$ cat config.mk
export PLATFORM = sky130hd
export DESIGN_NAME = csq_sequencer
export DESIGN_NICKNAME = d
export VERILOG_FILES = /design/src/hdl/csq_pkg.sv /design/src/hdl/csq_sequencer.sv /design/src/hdl/csq_shift_counter.sv /design/src/hdl/csq_check_net.sv
export SDC_FILE = /design/constraint.sdc
export NUM_CORES = 1
export LEC_CHECK = 0
export BUFFER_PORTS_ARGS = -buffer_cell sky130_fd_sc_hd__buf_2
export CAP_MARGIN = 20
export CORE_AREA = 4 4 107 109
export CTS_CLUSTER_DIAMETER = 40
export DETAILED_ROUTE_END_ITERATION = 8
export DIE_AREA = 0 0 111 113
export GPL_ROUTABILITY_DRIVEN = 0
export HOLD_SLACK_MARGIN = 0.12
export SLEW_MARGIN = 20
export SYNTH_ARGS = -nofsm -noshare
export SYNTH_HDL_FRONTEND = slang
export SYNTH_SLANG_ARGS = --single-unit
$ cat constraint.sdc
create_clock -name aclk -period 4.6 [get_ports aclk]
set_input_delay 1.15 -clock aclk [delete_from_list [all_inputs] [get_ports aclk]]
set_output_delay 1.15 -clock aclk [all_outputs]
set_load 0.005 [all_outputs]
$ cat src/hdl/csq_pkg.sv
/*
 * Shared constants for the check shift sequencer: register map, control
 * field positions, reset values, counter presets, feedback masks, timing.
 * Assumes a single 25 MHz clock domain and an AXI4-Lite register bus.
 */
package csq_pkg;
    // Bus geometry
    localparam int AXI_ADDR_W = 4;
    localparam int AXI_DATA_W = 32;
    localparam int AXI_STRB_W = AXI_DATA_W / 8;

    // Register byte offsets
    localparam logic [AXI_ADDR_W-1:0] CSR_OFFSET = 4'h0;
    localparam logic [AXI_ADDR_W-1:0] DATA_OFFSET = 4'h4;
    localparam logic [AXI_ADDR_W-1:0] CHECK_OFFSET = 4'h8;

    localparam logic [1:0] RESP_OKAY = 2'h0;
    localparam logic [1:0] RESP_SLVERR = 2'h2;

    // Control and status field positions
    localparam int BIT_WIDE = 0;
    localparam int BIT_LRC = 1;
    localparam int BIT_VARIANT = 2;
    localparam int BIT_DOUBLE = 3;
    localparam int BIT_CLEAR = 4;
    localparam int BIT_STEP = 5;
    localparam int BIT_SHIFT_EN = 6;
    localparam int BIT_DONE = 7;
    localparam int BIT_QUOTIENT = 8;
    localparam int MODE_W = 4;

    // Data paths
    localparam int CHAR_W = 8;
    localparam int WORD_W = 16;
    localparam int CHECK_W = 16;

    // Reset values
    localparam logic [MODE_W-1:0] MODE_RESET = 4'h0;
    localparam logic SHIFT_EN_RESET = 1'b1;
    localparam logic DONE_RESET = 1'b1;
    localparam logic [WORD_W-1:0] DATA_RESET = 16'h0000;
    localparam logic [CHECK_W-1:0] CHECK_RESET = 16'h0000;

    // Shift counter presets: eight counts or six counts
    localparam logic [2:0] PRESET_EIGHT = 3'h0;
    localparam logic [2:0] PRESET_SIX = 3'h2;
    localparam logic [2:0] MOD8_LAST = 3'h7;

    // Feedback taps below the injection point, shift-right form
    localparam logic [CHECK_W-1:0] TAIL_CRC16 = 16'h2001;
    localparam logic [CHECK_W-1:0] TAIL_CCITT = 16'h0408;
    localparam logic [CHECK_W-1:0] TAIL_CRC12 = 16'h0701;
    localparam logic [CHECK_W-1:0] TAIL_NONE = 16'h0000;
    localparam int TOP_WIDE = 15;
    localparam int TOP_NARROW = 7;
    localparam int TOP_SHORT = 11;

    // Shift oscillator timing
    localparam int CLK_FREQ_HZ = 25_000_000;
    localparam int SHIFT_FREQ_HZ = 10_000_000;
    localparam int SHIFT_DIV = CLK_FREQ_HZ / SHIFT_FREQ_HZ;
    localparam logic [1:0] SHIFT_DIV_LAST = 2'(SHIFT_DIV - 1);

    // Six-bit character code: neither wide nor longitudinal
    function automatic logic short_char_mode(input logic wide, input logic lrc);
        return ~wide & ~lrc;
    endfunction
endpackage

$ cat src/hdl/csq_sequencer.sv
/*
 * Check shift sequencer top: AXI4-Lite slave holding the control/status,
 * data and check registers, the shift oscillator and shift control.
 * Word map: control/status at 0x0, data at 0x4, check at 0x8; any other
 * word answers a slave error, and a read of it returns zero.
 * Assumes one 25 MHz clock, synchronous active-low reset, and a master
 * that keeps at most one write and one read outstanding.
 * Assumes the host polls done before writing the next character; a data
 * write in mid-cycle restarts the count and keeps the partial check.
 */
// Functional notes
// - Counter presets only to zero or two
// - Load strobe presets counter; otherwise advances on shift pulses
// - Initialize clears all counter outputs
// - Data write loads and clears done on the same edge
// - Data write presets counter per mode
// - Shifting starts after write, done clear
// - Each shift pulse shifts data and check
// - Single character: wrap seven-to-zero sets done
// - Done stops free-running shifts (step pulses still shift), returns to load
// - Six-bit code stops after six pulses in single character mode
// - Word loading: halving stage doubles the count, sixteen shifts or twelve for six-bit code
// - Single character loads bus bits seven..zero
// - Mode bits configure feedback into check register
// - Quotient is data lsb xor check lsb
// - Feedback selector: double-complemented first, true second, both pass the true quotient
// - Shift enable cleared: one step per step bit
// - Clear bit zeroes check, sets done
module csq_sequencer
    import csq_pkg::*;
(
    input wire logic aclk,
    input wire logic aresetn,
    input wire logic [csq_pkg::AXI_ADDR_W-1:0] s_axi_awaddr,
    input wire logic [2:0] s_axi_awprot,
    input wire logic s_axi_awvalid,
    output logic s_axi_awready,
    input wire logic [csq_pkg::AXI_DATA_W-1:0] s_axi_wdata,
    input wire logic [csq_pkg::AXI_STRB_W-1:0] s_axi_wstrb,
    input wire logic s_axi_wvalid,
    output logic s_axi_wready,
    output logic [1:0] s_axi_bresp,
    output logic s_axi_bvalid,
    input wire logic s_axi_bready,
    input wire logic [csq_pkg::AXI_ADDR_W-1:0] s_axi_araddr,
    input wire logic [2:0] s_axi_arprot,
    input wire logic s_axi_arvalid,
    output logic s_axi_arready,
    output logic [csq_pkg::AXI_DATA_W-1:0] s_axi_rdata,
    output logic [1:0] s_axi_rresp,
    output logic s_axi_rvalid,
    input wire logic s_axi_rready
);
    import csq_pkg::*;

    // Write channel holding state
    logic aw_got;
    logic w_got;
    logic [AXI_ADDR_W-1:0] aw_addr;
    logic [AXI_DATA_W-1:0] w_data;
    logic [AXI_STRB_W-1:0] w_strb;
    logic wr_fire;
    logic wr_hit;
    logic csr_write;
    logic data_write;

    // Control state
    logic [MODE_W-1:0] mode;
    logic shift_enable;
    logic done;
    logic step_pulse;
    logic [WORD_W-1:0] data_reg;

    // Shift timing
    logic run;
    logic [1:0] div;
    logic shift_tick;
    logic shift_pulse;
    logic wrap;
    logic clear_pulse;

    // Network outputs
    logic [CHECK_W-1:0] check;
    logic quotient_bit;
    logic [AXI_DATA_W-1:0] read_word;
    logic read_hit;

    // Mode fields
    logic wide_check_select;
    logic longitudinal_select;
    logic variant_select;
    logic double_byte_select;

    assign wide_check_select = mode[BIT_WIDE];
    assign longitudinal_select = mode[BIT_LRC];
    assign variant_select = mode[BIT_VARIANT];
    assign double_byte_select = mode[BIT_DOUBLE];

    // A write is carried out once both address and data are held
    // Holding it off while bvalid stands keeps one response per write
    assign wr_fire = aw_got & w_got & ~s_axi_bvalid;
    assign wr_hit = (aw_addr == CSR_OFFSET) | (aw_addr == DATA_OFFSET)
        | (aw_addr == CHECK_OFFSET);
    // An all-zero strobe stores nothing and triggers nothing
    assign csr_write = wr_fire & (aw_addr == CSR_OFFSET) & w_strb[0];
    assign data_write = wr_fire & (aw_addr == DATA_OFFSET) & (|w_strb);
    assign clear_pulse = csr_write & w_data[BIT_CLEAR];

    // Address channel capture
    // Readies stay low from capture until the response is taken, so at most
    // one write is in flight and the held address cannot be overwritten
    always_ff @(posedge aclk) begin
        if (!aresetn) begin
            s_axi_awready <= 1'b0;
            aw_got <= 1'b0;
            aw_addr <= '0;
        end else if (s_axi_awvalid && s_axi_awready) begin
            s_axi_awready <= 1'b0;
            aw_got <= 1'b1;
            aw_addr <= s_axi_awaddr;
        end else if (wr_fire) begin
            aw_got <= 1'b0;
        end else if (!aw_got && !s_axi_bvalid) begin
            s_axi_awready <= 1'b1;
        end
    end

    // Data channel capture, independent of address order
    // Either channel may arrive first; the write waits for both
    always_ff @(posedge aclk) begin
        if (!aresetn) begin
            s_axi_wready <= 1'b0;
            w_got <= 1'b0;
            w_data <= '0;
            w_strb <= '0;
        end else if (s_axi_wvalid && s_axi_wready) begin
            s_axi_wready <= 1'b0;
            w_got <= 1'b1;
            w_data <= s_axi_wdata;
            w_strb <= s_axi_wstrb;
        end else if (wr_fire) begin
            w_got <= 1'b0;
        end else if (!w_got && !s_axi_bvalid) begin
            s_axi_wready <= 1'b1;
        end
    end

    // Write response; unmapped addresses answer slave error
    // Response held until bready, whatever else the host does
    always_ff @(posedge aclk) begin
        if (!aresetn) begin
            s_axi_bvalid <= 1'b0;
            s_axi_bresp <= RESP_OKAY;
        end else if (wr_fire) begin
            s_axi_bvalid <= 1'b1;
            s_axi_bresp <= wr_hit ? RESP_OKAY : RESP_SLVERR;
        end else if (s_axi_bready) begin
            s_axi_bvalid <= 1'b0;
        end
    end

    // Mode and shift enable bits of the control register
    // Mode changes act at once, even in mid-cycle; software should only
    // change them while done is set
    always_ff @(posedge aclk) begin
        if (!aresetn) begin
            mode <= MODE_RESET;
            shift_enable <= SHIFT_EN_RESET;
        end else if (csr_write) begin
            mode <= w_data[MODE_W-1:0];
            shift_enable <= w_data[BIT_SHIFT_EN];
        end
    end

    // Step bit acts only with the newly written shift enable low
    // Registered, so the step lands after the write has been carried out
    always_ff @(posedge aclk) begin
        if (!aresetn) begin
            step_pulse <= 1'b0;
        end else begin
            step_pulse <= csr_write & w_data[BIT_STEP] & ~w_data[BIT_SHIFT_EN];
        end
    end

    // Done flag: wrap or clear set it, a data write clears it; set wins
    // A wrap and a data write cannot meet: shifting is held off during the
    // write cycle, so the counter is always preset before its first pulse
    always_ff @(posedge aclk) begin
        if (!aresetn) begin
            done <= DONE_RESET;
        end else if (wrap || clear_pulse) begin
            done <= 1'b1;
        end else if (data_write) begin
            done <= 1'b0;
        end
    end

    // Oscillator runs only outside the write cycle and while not done
    // Shift enable low blocks the free-running pulses, not the step path
    assign run = shift_enable & ~done & ~data_write;

    // Free-running shift rate divided down from the system clock
    // 25 MHz over 10 MHz rounds down to every second clock, so shifting runs
    // a little faster than nominal; nothing outside depends on the rate
    always_ff @(posedge aclk) begin
        if (!aresetn || !run) begin
            div <= 2'h0;
        end else if (div == SHIFT_DIV_LAST) begin
            div <= 2'h0;
        end else begin
            div <= div + 2'h1;
        end
    end

    assign shift_tick = run & (div == SHIFT_DIV_LAST);
    // Step pulses bypass the oscillator, as the diagnostic path does
    assign shift_pulse = shift_tick | step_pulse;

    // Data register: parallel load on write, shift right on each pulse
    // Byte mode zero-fills the upper half so no stale bits reach the quotient
    always_ff @(posedge aclk) begin
        if (!aresetn) begin
            data_reg <= DATA_RESET;
        end else if (data_write) begin
            if (double_byte_select) begin
                data_reg <= w_data[WORD_W-1:0];
            end else begin
                data_reg <= {{(WORD_W-CHAR_W){1'b0}}, w_data[CHAR_W-1:0]};
            end
        end else if (shift_pulse) begin
            data_reg <= data_reg >> 1;
        end
    end

    // Shift count: preset per mode on the data write strobe
    // Step pulses count as well, so single-stepping also ends in done
    csq_shift_counter u_counter (
        .aclk(aclk),
        .aresetn(aresetn),
        .load(data_write),
        .preset_six(short_char_mode(wide_check_select, longitudinal_select)),
        .pulse(shift_pulse),
        .double_byte(double_byte_select),
        .wrap(wrap)
    );

    // Check register and its feedback network
    // Clear has priority over a shift in the same cycle
    csq_check_net u_net (
        .aclk(aclk),
        .aresetn(aresetn),
        .clear(clear_pulse),
        .pulse(shift_pulse),
        .data_lsb(data_reg[0]),
        .wide(wide_check_select),
        .lrc(longitudinal_select),
        .variant(variant_select),
        .check(check),
        .quotient_bit(quotient_bit)
    );

    // Read decode; step and clear read back as zero
    // Decoded from the live address, which is held until arready is seen
    always_comb begin
        read_word = '0;
        read_hit = 1'b1;
        unique case (s_axi_araddr)
            CSR_OFFSET: begin
                read_word[MODE_W-1:0] = mode;
                read_word[BIT_SHIFT_EN] = shift_enable;
                read_word[BIT_DONE] = done;
                read_word[BIT_QUOTIENT] = quotient_bit;
            end
            DATA_OFFSET: read_word[WORD_W-1:0] = data_reg;
            CHECK_OFFSET: read_word[CHECK_W-1:0] = check;
            default: read_hit = 1'b0;
        endcase
    end

    // Read channel: one-cycle answer after the address is taken
    // Data registered with the address, so later shifts cannot alter a
    // pending answer
    always_ff @(posedge aclk) begin
        if (!aresetn) begin
            s_axi_arready <= 1'b0;
            s_axi_rvalid <= 1'b0;
            s_axi_rdata <= '0;
            s_axi_rresp <= RESP_OKAY;
        end else if (s_axi_arvalid && s_axi_arready) begin
            s_axi_arready <= 1'b0;
            s_axi_rvalid <= 1'b1;
            s_axi_rdata <= read_word;
            s_axi_rresp <= read_hit ? RESP_OKAY : RESP_SLVERR;
        end else if (s_axi_rvalid && s_axi_rready) begin
            s_axi_rvalid <= 1'b0;
        end else if (!s_axi_rvalid) begin
            s_axi_arready <= 1'b1;
        end
    end
endmodule

$ cat src/hdl/csq_shift_counter.sv
/*
 * Presettable divide-by-2 / divide-by-8 shift counter that sets the number
 * of shifts per character. Assumes load and pulse are one-cycle strobes.
 */
module csq_shift_counter
    import csq_pkg::*;
(
    input wire logic aclk,
    input wire logic aresetn,
    input wire logic load,
    input wire logic preset_six,
    input wire logic pulse,
    input wire logic double_byte,
    output logic wrap
);
    import csq_pkg::*;

    logic half;
    logic [2:0] eighth;
    logic advance;

    // Word loading advances the eighth stage on falling half stage
    assign advance = pulse & (~double_byte | half);
    assign wrap = advance & (eighth == MOD8_LAST);

    // Divide-by-two stage; its preset input is tied low
    always_ff @(posedge aclk) begin
        if (!aresetn) begin
            half <= 1'b0;
        end else if (load) begin
            half <= 1'b0;
        end else if (pulse) begin
            half <= ~half;
        end
    end

    // Divide-by-eight stage, preset only to zero or two
    always_ff @(posedge aclk) begin
        if (!aresetn) begin
            eighth <= 3'h0;
        end else if (load) begin
            eighth <= preset_six ? PRESET_SIX : PRESET_EIGHT;
        end else if (advance) begin
            eighth <= eighth + 3'h1;
        end
    end
endmodule

$ cat src/hdl/csq_check_net.sv
/*
 * Check register with its exclusive-OR and feedback network.
 * Assumes pulse is a one-cycle shift strobe and clear a one-cycle strobe.
 */
module csq_check_net
    import csq_pkg::*;
(
    input wire logic aclk,
    input wire logic aresetn,
    input wire logic clear,
    input wire logic pulse,
    input wire logic data_lsb,
    input wire logic wide,
    input wire logic lrc,
    input wire logic variant,
    output logic [csq_pkg::CHECK_W-1:0] check,
    output logic quotient_bit
);
    import csq_pkg::*;

    logic feedback_mux_select;
    logic mux_out;
    logic [CHECK_W-1:0] tail;
    logic [CHECK_W-1:0] next_check;

    assign quotient_bit = data_lsb ^ check[0];
    assign feedback_mux_select = short_char_mode(wide, lrc);

    // Double-complemented first leg when select is one, true second leg otherwise; both pass the quotient
    assign mux_out = feedback_mux_select ? ~(~quotient_bit) : quotient_bit;

    // Tap pattern chosen from the mode bits
    always_comb begin
        if (lrc) begin
            tail = TAIL_NONE;
        end else if (!wide) begin
            tail = TAIL_CRC12;
        end else if (variant) begin
            tail = TAIL_CCITT;
        end else begin
            tail = TAIL_CRC16;
        end
    end

    // Shift right, fold the quotient into taps and injection point
    always_comb begin
        next_check = check >> 1;
        if (quotient_bit) begin
            next_check = next_check ^ tail;
        end
        if (feedback_mux_select) begin
            next_check[TOP_SHORT] = next_check[TOP_SHORT] ^ mux_out;
        end else if (wide) begin
            next_check[TOP_WIDE] = next_check[TOP_WIDE] ^ mux_out;
        end else begin
            next_check[TOP_NARROW] = next_check[TOP_NARROW] ^ mux_out;
        end
    end

    // Check register
    always_ff @(posedge aclk) begin
        if (!aresetn) begin
            check <= CHECK_RESET;
        end else if (clear) begin
            check <= CHECK_RESET;
        end else if (pulse) begin
            check <= next_check;
        end
    end
endmodule

==> results.md, run 1 <==
* Outcome: finished clean
* Fillers at around 1100
* Post-CTS Setup Inserts at 0
* Power Dens Cells at roughly 320 mW/mm2
* VDD IR-drop max at around 0.00013 V
* Synth cell types at 48
* Chip Width at around 110 um
* Finish-stage setup viols at 0
* Cell area after layout at approximately 0.0045 mm2
* Compound-Gate Fraction of Synth Area at a little under a quarter
* Synthesized flop and latch total at 94
* # H-tree levels at 3
* Cell Chain, Critical Path: ha_1, nand3b_1, nand2_1, a21oi_1, a211oi_1
* Largest net degree at the start of global routing at between 40 and 50
* Wirelength per Cell at 15.1 um
* Hold-fix buffers, CTS at 0
* DRT iter0 DRCs at approximately 170
* RSZ-0062 raised after global routing: false
* Via/cell ratio at 5.21
* Post-synthesis sequential area ratio at a little under half
* DR DRC count at 0
* CP max-delay cell: nand2_1
* Setup tns final at 0 ns
* Max Slew Vio Count at 0
* Top cell type's share of synthesized area at about 46%
* Async S/R FF share, synth at 0%
* Fraction of layout cells with a size suffix above 1 at between 15 and 20%
* Top FF cell, synth: dfxtp_1
* Crit path buf inv count at 0
* P&R area growth vs syn at 10.7%
* Critical path class: register to register
* Xor and xnor fraction of the mapped netlist area at around 2.6%
* Clock transition at the registers of the reported paths at around 0.090 ns
* IO Port Bufs at 57
* Mux contribution to synthesized area at 1.47%
* Worst path top cell family by delay: simple AND/OR/NAND/NOR gates
* Largest fanout on the critical path at 27
* Mapped Area at between 0.004 and 0.005 mm2
* Crit start category: register
* First-pass GRT wire length at 16.5 mm
* Dominant cells by area after synthesis: dfxtp_1 46%, a21oi_1 8.2%, nand2_1 5.8%, o21ai_0 5.0%, nand3_1 3.8%
* Number of synthesized flops with an enable pin at 0
* DP Area at ~0.0044 mm2
* Vias at 3462
* Simple-Gate Fraction of Synth Area at about 18%
* Max Cap Viol at 0
* CTS tree: yes
* Vias in the first global route at ~3300
* Tcrit/Tclk final at 48.1%
* Syn Area/Cell at between 8 and 9 um2
* Final hold violation count at 0
* Largest family of logic cells by synthesized area: compound AO/OA/AOI/OAI gates
* Crit. End Element: register
* Row count at 38
* Critical path arrival at between 2 and 2.5 ns
* First drt pass iteration count at 4
* Initial antenna violation count at 0
* Post-Route WL at roughly 10 mm
* Worst-skew pair later-pin latency at ~0.35 ns
* Pleak at between 0.0015 and 0.002 uW
* HP Class: register to register
* Final Critical Period at between 2 and 2.5 ns
* Num CTS Buffers at 9
* Worst clock skew at approximately 0.011 ns
* Starting Density at just under 40%
* CTS Root Cell: clkbuf_8
* Core Region at approximately 0.011 mm2
* Clock Sinks at 94
* Worst slew margin at 35.6%
* Worst-Margin Slew at roughly 0.96 ns
* GRT Util Overall at between 10% and 20%
* Synth Area in Adders at less than 1%
* Detailed placement HPWL at 6.95 mm
* Die H at around 110 um
* Fmax at 452 MHz
* Io pins at 98
* Cells after Synth at a little under 500
* YS warnings at 0
* ANT nets after route at 0
* Worst path required time at about 4.9 ns
* Critical Path Max Stage Delay at roughly 0.83 ns
* Clk buf depth at 2
* Final nets at just under 600
* ANT cells at 0
* DIE AREA at about 0.013 mm2
* Grt ovf at 0
* Post_cts resized at 0
* Leading area contributor after synthesis: dfxtp_1
[layout by cell type (no fill, tap or decap), types with 14 or more instances in the layout]
cell type	instances
o21ai_0	41
a21oi_1	67
dfxtp_1	94
nand2_1	63
a22oi_1	14
nor2_1	24
conb_1	18
buf_2	57
nand3_1	31
[stage by stage]
| step | setup WS, ns | utilization, % | power, uW | std cells | hold slack, ns |
|---|---|---|---|---|---|
| 2_1_floorplan | 2.35 | - | 941 | 499 | 0.406 |
| 3_3_place_gp | 2.12 | 41.1 | 971 | 652 | 0.414 |
| 3_5_place_dp | 2.08 | 41.1 | 974 | 652 | 0.422 |
| 4_1_cts | 2.39 | 42.6 | 1480 | 664 | 0.438 |
| 5_1_grt | 2.18 | 42.6 | 1520 | 664 | 0.458 |
| 6_report | 2.39 | 42.6 | 1460 | 664 | 0.437 |
[per-layer routing]
metal / routed length (um) / GRT usage (%)
met3: 539 / 2.78
met2: 4450 / 25.5
met5: 0 / 0
met1: 4870 / 21.9
met4: 138 / 5.83
[power by group]
group | internal (uW) | switching (uW)
clock network | 238 | 269
registers | 835 | 15.8
logic | 38.0 | 65.4
[worst register-to-register path: stages (launching register included)]
cell and delay, ns:
dfxtp_1 0.34, ha_1 0.21, nand3b_1 0.31, nand2_1 0.84, a21oi_1 0.15, a211oi_1 0.27
[logic make-up after synthesis]
group                    count (synthesis)
adder cells (fa/ha/maj)                  3
other                                    1
AND/OR/NAND/NOR                        150
multiplexers                             6
buffers and inverters                   57
flip-flops                              94
AO/OA/AOI/OAI                          159
XOR/XNOR                                12
[synthesized netlist by cell type (2+ instances only)]
cell	instances
buf_1	4
buf_6	2
a221oi_1	9
nand4_1	2
a211oi_1	8
mux2i_1	6
a211oi_2	2
nor2_1	24
a21oi_2	4
and3b_1	2
and3_1	2
a21o_1	6
nand2_1	63
inv_1	9
clkbuf_1	15
o21ai_0	41
ha_1	3
nand2b_1	4
buf_4	20
nor4_1	2
a21oi_1	67
nor3_1	8
dfxtp_1	94
and2_1	2
nor4b_2	2
a22oi_1	14
xor2_1	7
nand3_1	31
xnor2_1	5
buf_2	6
[final timing paths]
check	from	endpoint	slack, ns	cells past startpoint
setup reg to reg	div[0]$_SDFF_PP0_	u_net.check[3]$_SDFFE_PP0P_	2.39	5
setup / recovery	div[0]$_SDFF_PP0_	u_net.check[3]$_SDFFE_PP0P_	2.39	5
hold reg to reg	div[0]$_SDFF_PP0_	div[0]$_SDFF_PP0_	0.44	1
hold / removal	div[0]$_SDFF_PP0_	div[0]$_SDFF_PP0_	0.44	1
[area by class of cell]
cell class                 count  area, um2  area share [%]
multi-input combinational    348       1960            43.2
tap                          140        175            3.87
clock buffer                   9        124            2.74
sequential                    94       1880            41.6
clock inverter                 3       40.0           0.885
timing repair buffer          60        308            6.81
inverter                      10       37.5           0.830
No activity file was read; power rests on OpenSTA's default activity.
==> inputs of run 2 (changes only) <==
- ABC_AREA: default -> 1
- clock period: 4.6 -> 2.11 ns (I/O delays scaled with it)
==> results.md, run 2 <==
* Worst R2R Path Depth at 7 (+2)
* P&R area growth vs syn at 13.6%
* DIE AREA at 0.0125 mm2 (unchanged)
* Synth cell types at 32 (-33%)
* Max Cap Viol at 0 (unchanged)
* Synthesized flop and latch total at 94 (unchanged)
* Crit. End Element: register
* IO Port Bufs at 57 (unchanged)
* Initial antenna violation count at 0 (unchanged)
* Largest fanout on the critical path at 24 (-11%)
* Capture point of the worst reg-to-reg path: data_reg[6]$_SDFFE_PN0P_
* Fraction of layout cells with a size suffix above 1 at 14.8% (-1.6 points)
* Fmax at 585 MHz (+30%)
* Mapped Area at 0.00414 mm2 (+1.4%)
* Post-synth top cells: 98 x nand2_1, 94 x dfxtp_1, 74 x o21ai_0
* Chip Width at 111 um (unchanged)
* Hold-fix buffers, CTS at 0 (unchanged)
* Post-synthesis sequential area ratio at 45.4% (-0.64 points)
* Grt ovf at 0 (unchanged)
* Worst-skew pair later-pin latency at 0.35 ns (about the same)
* DR DRC count at 0 (unchanged)
* Fillers at 1098 (-0.54%)
* Worst slew margin at 66.6% (+31 points)
* Cell Chain, Critical Path: nor2_4, nand3_4, buf_4, nand3_2, inv_1, nand2_1, a21oi_1
* Post-Route WL at 9.16 mm (-8.4%)
* ANT nets after route at 0 (unchanged)
* Die H at 113 um (unchanged)
* Tcrit/Tclk final at 81.0% (+33 points)
* Crit start category: register
* Async S/R FF share, synth at 0% (unchanged)
* Detailed placement HPWL at 6.86 mm (-1.4%)
* Cells after Synth at 565 (+17%)
* Number of synthesized flops with an enable pin at 0 (unchanged)
* Crit path from: s_axi_bvalid$_SDFFE_PN0P_
* Critical path class: register to register
* Finish-stage setup viols at 0 (unchanged)
* Starting Density at 39.1% (+0.54 points)
* RSZ-0062 raised after global routing: false
* Wirelength per Cell at 12.0 um (-20%)
* Worst path required time at 2.39 ns (-2.47 ns)
* CTS tree: yes
* DRT iter0 DRCs at 140 (-16%)
* Num CTS Buffers at 9 (unchanged)
* Reg2Reg Setup Slack at 0.40 ns (-1.99 ns)
* Pleak at 0.00190 uW (+12%)
* Vias at 3550 (+2.5%)
* CP max-delay cell: dfxtp_1
* Final Critical Period at 1.71 ns (-0.505 ns)
* Post_cts resized at 0 (unchanged)
* Core Region at 0.0106 mm2 (unchanged)
* Post-CTS Setup Inserts at 0 (unchanged)
* Worst clock skew at 0.0126 ns (+0.00191 ns)
* Final hold violation count at 0 (unchanged)
* ANT cells at 0 (unchanged)
* Most frequent cells in the layout: 98 x nand2_1, 94 x dfxtp_1, 74 x o21ai_0
* # H-tree levels at 3 (unchanged)
* Outcome: finished clean
* Leading area contributor after synthesis: dfxtp_1
* Commonest non-fill, non-tap cell in the layout: nand2_1
* Final nets at 678 (+16%)
* Largest net degree at the start of global routing at 36 (-22%)
* Critical Path Max Stage Delay at 0.46 ns (-0.37 ns)
* Syn Area/Cell at 7.33 um2 (-13%)
* GRT Util Overall at 14.5% (-1.4 points)
* Clock Sinks at 94 (unchanged)
* Setup tns final at 0 ns (unchanged)
* Critical path arrival at 1.99 ns (-0.48 ns)
* First-pass GRT wire length at 15.2 mm (-7.7%)
* Top cell type's share of synthesized area at 45.4% (-0.64 points)
* HP Class: input port to register
* VDD IR-drop max at 0.000404 V (+200%)
* Top FF cell, synth: dfxtp_1
* First drt pass iteration count at 5 (+1)
* Clk buf depth at 2 (unchanged)
* Max Slew Vio Count at 0 (unchanged)
* YS warnings at 0 (unchanged)
* Vias in the first global route at 3275 (-1.4%)
* Count leader, synth: nand2_1
* Row count at 38 (unchanged)
* Power Dens Cells at 702 mW/mm2 (+120%)
* Worst setup path end: data_reg[6]$_SDFFE_PN0P_
* Cell area after layout at 0.00471 mm2 (+4.1%)
* Via/cell ratio at 4.65 (-11%)
* Dominant cells by area after synthesis: dfxtp_1 45%, o21ai_0 8.9%, nand2_1 8.9%, a21oi_1 7.0%, inv_1 6.2%
* Clock transition at the registers of the reported paths at 0.10 ns (about the same)
* Worst-Margin Slew at 0.500 ns (-0.464 ns)
* CTS Root Cell: clkbuf_8
* DP Area at 0.00451 mm2 (+3.4%)
* Io pins at 98 (unchanged)
* R2R Path Start: s_axi_bvalid$_SDFFE_PN0P_
-- run 2: changes by cell type after synthesis, moves of 5 or more --
cell	previous run	this run
o221ai_1	0	10
a211oi_1	8	1
a21oi_1	67	58
inv_1	9	68
a22oi_1	14	0
o21ai_0	41	74
xnor2_1	5	0
nand3_1	31	18
nand2_1	63	98
a21o_1	6	0
mux2i_1	6	0
a221oi_1	9	0
nor2_1	24	62
-- run 2: cell families after synthesis --
kind of cell             share of synthesized area [%]
AO/OA/AOI/OAI                                     19.7
XOR/XNOR                                          1.69
adder cells (fa/ha/maj)                          0.906
buffers and inverters                             12.6
flip-flops                                        45.4
other                                           0.0905
AND/OR/NAND/NOR                                   19.5
-- run 2: through the flow --
| step | total power (uW) | instances | util, % | hold WS (ns) | setup WS (ns) |
|---|---|---|---|---|---|
| 2_1_floorplan | 2080 | 582 | - | 0.398 | 0.673 |
| 3_3_place_gp | 2150 | 747 | 42.5 | 0.407 | 0.345 |
| 3_5_place_dp | 2160 | 747 | 42.5 | 0.410 | 0.334 |
| 4_1_cts | 3350 | 763 | 44.4 | 0.400 | 0.391 |
| 5_1_grt | 3460 | 763 | 44.4 | 0.426 | 0.222 |
| 6_report | 3300 | 763 | 44.4 | 0.422 | 0.400 |
-- run 2: worst min path at each step --
stage,startpoint,endpoint,slack (ns),depth (start not counted)
2_1_floorplan,div[0]$_SDFF_PP0_,div[0]$_SDFF_PP0_,0.40,1
3_3_place_gp,div[0]$_SDFF_PP0_,div[0]$_SDFF_PP0_,0.41,1
3_5_place_dp,div[0]$_SDFF_PP0_,div[0]$_SDFF_PP0_,0.41,1
4_1_cts,s_axi_rready,s_axi_rvalid$_SDFFE_PN0P_,0.40,4
5_1_grt,s_axi_rready,s_axi_rvalid$_SDFFE_PN0P_,0.43,4
6_report,s_axi_rready,s_axi_rvalid$_SDFFE_PN0P_,0.42,4
-- run 2: critical path: cells and delay by family, from the launching register on --
kind                   cells  cell delay (ns)
buffers and inverters      2             0.62
AND/OR/NAND/NOR            4             0.40
AO/OA/AOI/OAI              1             0.15
flip-flops                 1             0.46
-- run 2: metal layers --
metal | track usage, % | vias up | share of wire, %
met5 | 0 | - | 0
met1 | 20.6 | 1552 | 51
li1 | - | 1901 | -
met3 | 3.37 | 5 | 5.5
met2 | 22.7 | 92 | 43
met4 | 3.37 | 0 | 0.61
-- run 2: final cells by class --
| class | count | area (um2) | share of cell area [%] |
|---|---|---|---|
| well taps | 140 | 175 | 3.72 |
| clock inverters | 5 | 58.8 | 1.25 |
| multi-input cells | 375 | 1800 | 38.3 |
| clock buffers | 11 | 141 | 3.00 |
| flip-flops and latches | 94 | 1880 | 40.0 |
| repair buffers | 69 | 388 | 8.24 |
| inverters | 69 | 259 | 5.50 |
-- run 2: power by group --
group | leakage, uW | switching [uW] | internal [uW]
logic | 0.00104 | 154 | 95.5
clock network | 0.0000955 | 607 | 581
registers | 0.000764 | 33.5 | 1830
total | 0.00190 | 794 | 2510
==> inputs of run 3 (changes only) <==
- clock period: 2.11 -> 1.52 ns (I/O delays scaled with it)
==> results.md, run 3 (synthesis results as in run 2) <==
* Outcome: finished clean
* Clock Sinks at 94 (unchanged)
* Critical path class: register to register
* ANT nets after route at 0 (unchanged)
* Vias in the first global route at 3580 (+9.3%)
* Switching part of the total at 25.5% (+1.4 points)
* Pleak at 0.00197 uW (+3.6%)
* Setup WS pre-CTS at -0.155 ns (-0.489 ns)
* Crit. End Element: register
* Setup tns final at 0 ns (unchanged)
* Fmax at 705 MHz (+21%)
* Clock transition at the registers of the reported paths at 0.10 ns (about the same)
* # H-tree levels at 3 (unchanged)
* GRT Util Overall at 15.6% (+1.1 points)
* Chip Width at 111 um (unchanged)
* Starting Density at 39.1% (unchanged)
* DIE AREA at 0.0125 mm2 (unchanged)
* Hold WS at 0.264 ns (-0.158 ns)
* Worst-skew pair later-pin latency at 0.36 ns (about the same)
* Finished Layout Cells at 777 (+1.8%)
* Worst path required time at 1.80 ns (-0.59 ns)
* Max Slew Vio Count at 0 (unchanged)
* Crit start category: register
* DR DRC count at 0 (unchanged)
* IO Port Bufs at 57 (unchanged)
* VDD IR-drop max at 0.000515 V (+27%)
* Final Critical Period at 1.42 ns (-0.292 ns)
* Largest net degree at the start of global routing at 38 (+5.6%)
* Switching power at 1140 uW (+43%)
* HP Class: input port to register
* Vias at 3648 (+2.8%)
* Power Internal at 3330 uW (+33%)
* Max Cap Viol at 0 (unchanged)
* Fraction of layout cells with a size suffix above 1 at 19.2% (+4.4 points)
* Row count at 38 (unchanged)
* Power Dens Cells at 919 mW/mm2 (+31%)
* Fillers at 1109 (+1.0%)
* Core Region at 0.0106 mm2 (unchanged)
* Final nets at 692 (+2.1%)
* Largest fanout on the critical path at 7 (-71%)
* Clk buf depth at 2 (unchanged)
* Io pins at 98 (unchanged)
* Clock network power share at 33.8% (-2.2 points)
* Initial antenna violation count at 0 (unchanged)
* DP Area at 0.00464 mm2 (+2.9%)
* Die H at 113 um (unchanged)
* DRT iter0 DRCs at 225 (+61%)
* First-pass GRT wire length at 16.2 mm (+6.7%)
* Cell area after layout at 0.00486 mm2 (+3.3%)
* ANT cells at 0 (unchanged)
* Finish-stage setup viols at 0 (unchanged)
* Tcrit/Tclk final at 93.3% (+12 points)
* Logic pwr share at 8.3% (+0.8 points)
* Num CTS Buffers at 9 (unchanged)
* Via/cell ratio at 4.69 (+0.91%)
* Most frequent cells in the layout: 95 x nand2_1, 89 x dfxtp_1, 70 x o21ai_0
* First drt pass iteration count at 4 (-1)
* Dpl cells at 761 (+1.9%)
* Detailed placement HPWL at 7.18 mm (+4.7%)
* Flop pwr share at 58.0% (+1.5 points)
* Worst clock skew at 0.0124 ns (-0.000193 ns)
* Critical path arrival at 1.70 ns (-0.29 ns)
* Post-Route WL at 9.62 mm (+5.0%)
* Commonest non-fill, non-tap cell in the layout: nand2_1
* P&R area growth vs syn at 17.4%
* Grt ovf at 0 (unchanged)
* Final WS setup at 0.102 ns (-0.298 ns)
* CTS tree: yes
* CTS Root Cell: clkbuf_8
* Post-CTS Setup Inserts at 0 (unchanged)
* Hold-fix buffers, CTS at 0 (unchanged)
* Final hold violation count at 0 (unchanged)
* Wirelength per Cell at 12.4 um (+3.1%)
==> run 3: cell types whose count changed in the layout (fill, tap and decap cells not counted), moves of 3 or more <==
cell	before	now
inv_1	68	63
nand2_1	98	95
dfxtp_1	94	89
buf_4	11	20
nor2_1	62	59
o21ai_1	1	5
dfxtp_2	0	5
inv_2	0	4
o21ai_0	74	70
buf_6	0	3
==> run 3: power groups by stage <==
stage	clock (uW)	sequential (uW)	combinational (uW)
after floorplan	0	2640	251
after global placement	0	2640	360
after detailed placement	0	2650	367
after CTS	1580	2590	368
after global routing	1640	2600	423
final	1510	2590	370
==> run 3: path summary, 6_finish.rpt <==
kind                            from                                to  slack [ns]  cells after the start
max          aw_addr[1]$_SDFFE_PN0P_  u_counter.eighth[0]$_SDFFE_PN0P_        0.10                     10
min                     s_axi_rready         s_axi_rvalid$_SDFFE_PN0P_        0.26                      4
min reg2reg        div[0]$_SDFF_PP0_                 div[0]$_SDFF_PP0_        0.42                      1
max reg2reg  aw_addr[1]$_SDFFE_PN0P_  u_counter.eighth[0]$_SDFFE_PN0P_        0.10                     10
==> run 3: worst max-delay path: stages (launching register included) <==
cell and delay, ns:
dfxtp_2 0.33, inv_2 0.05, nand2_2 0.07, nor2_4 0.12
nand3_4 0.14, nand2_4 0.11, nand2_4 0.08, buf_6 0.14
nand2_1 0.07, nand2_1 0.06, a21oi_1 0.15
==> run 3: final cells by class <==
type                            count  area [um2]  area share [%]
Sequential cell                    94        1890            38.8
Multi-Input combinational cell    375        1830            37.7
Timing Repair Buffer               83         529            10.9
Inverter                           69         263            5.40
Tap cell                          140         175            3.60
Clock buffer                       11         141            2.91
Clock inverter                      5        33.8           0.695
==> run 3: metal layers <==
layer	track usage [%]	up-vias	part of all wire (%)
met4	4.68	0	1.5
met5	0	-	0
li1	-	1939	-
met2	25.0	94	44
met1	20.7	1605	48
met3	4.28	10	6.0
==> run 3: through the flow <==
stage | power, uW | utilization [%]
finish | 4470 | 45.9
CTS | 4530 | 45.4
floorplan | 2890 | -
global route | 4670 | 45.9
global placement | 3000 | 43.7
detailed placement | 3010 | 43.7
==> run 3: what timing repair did <==
action	CTS	global route
setup endpoints to repair	2	29
pin swaps	0	3
resized for setup	1	25
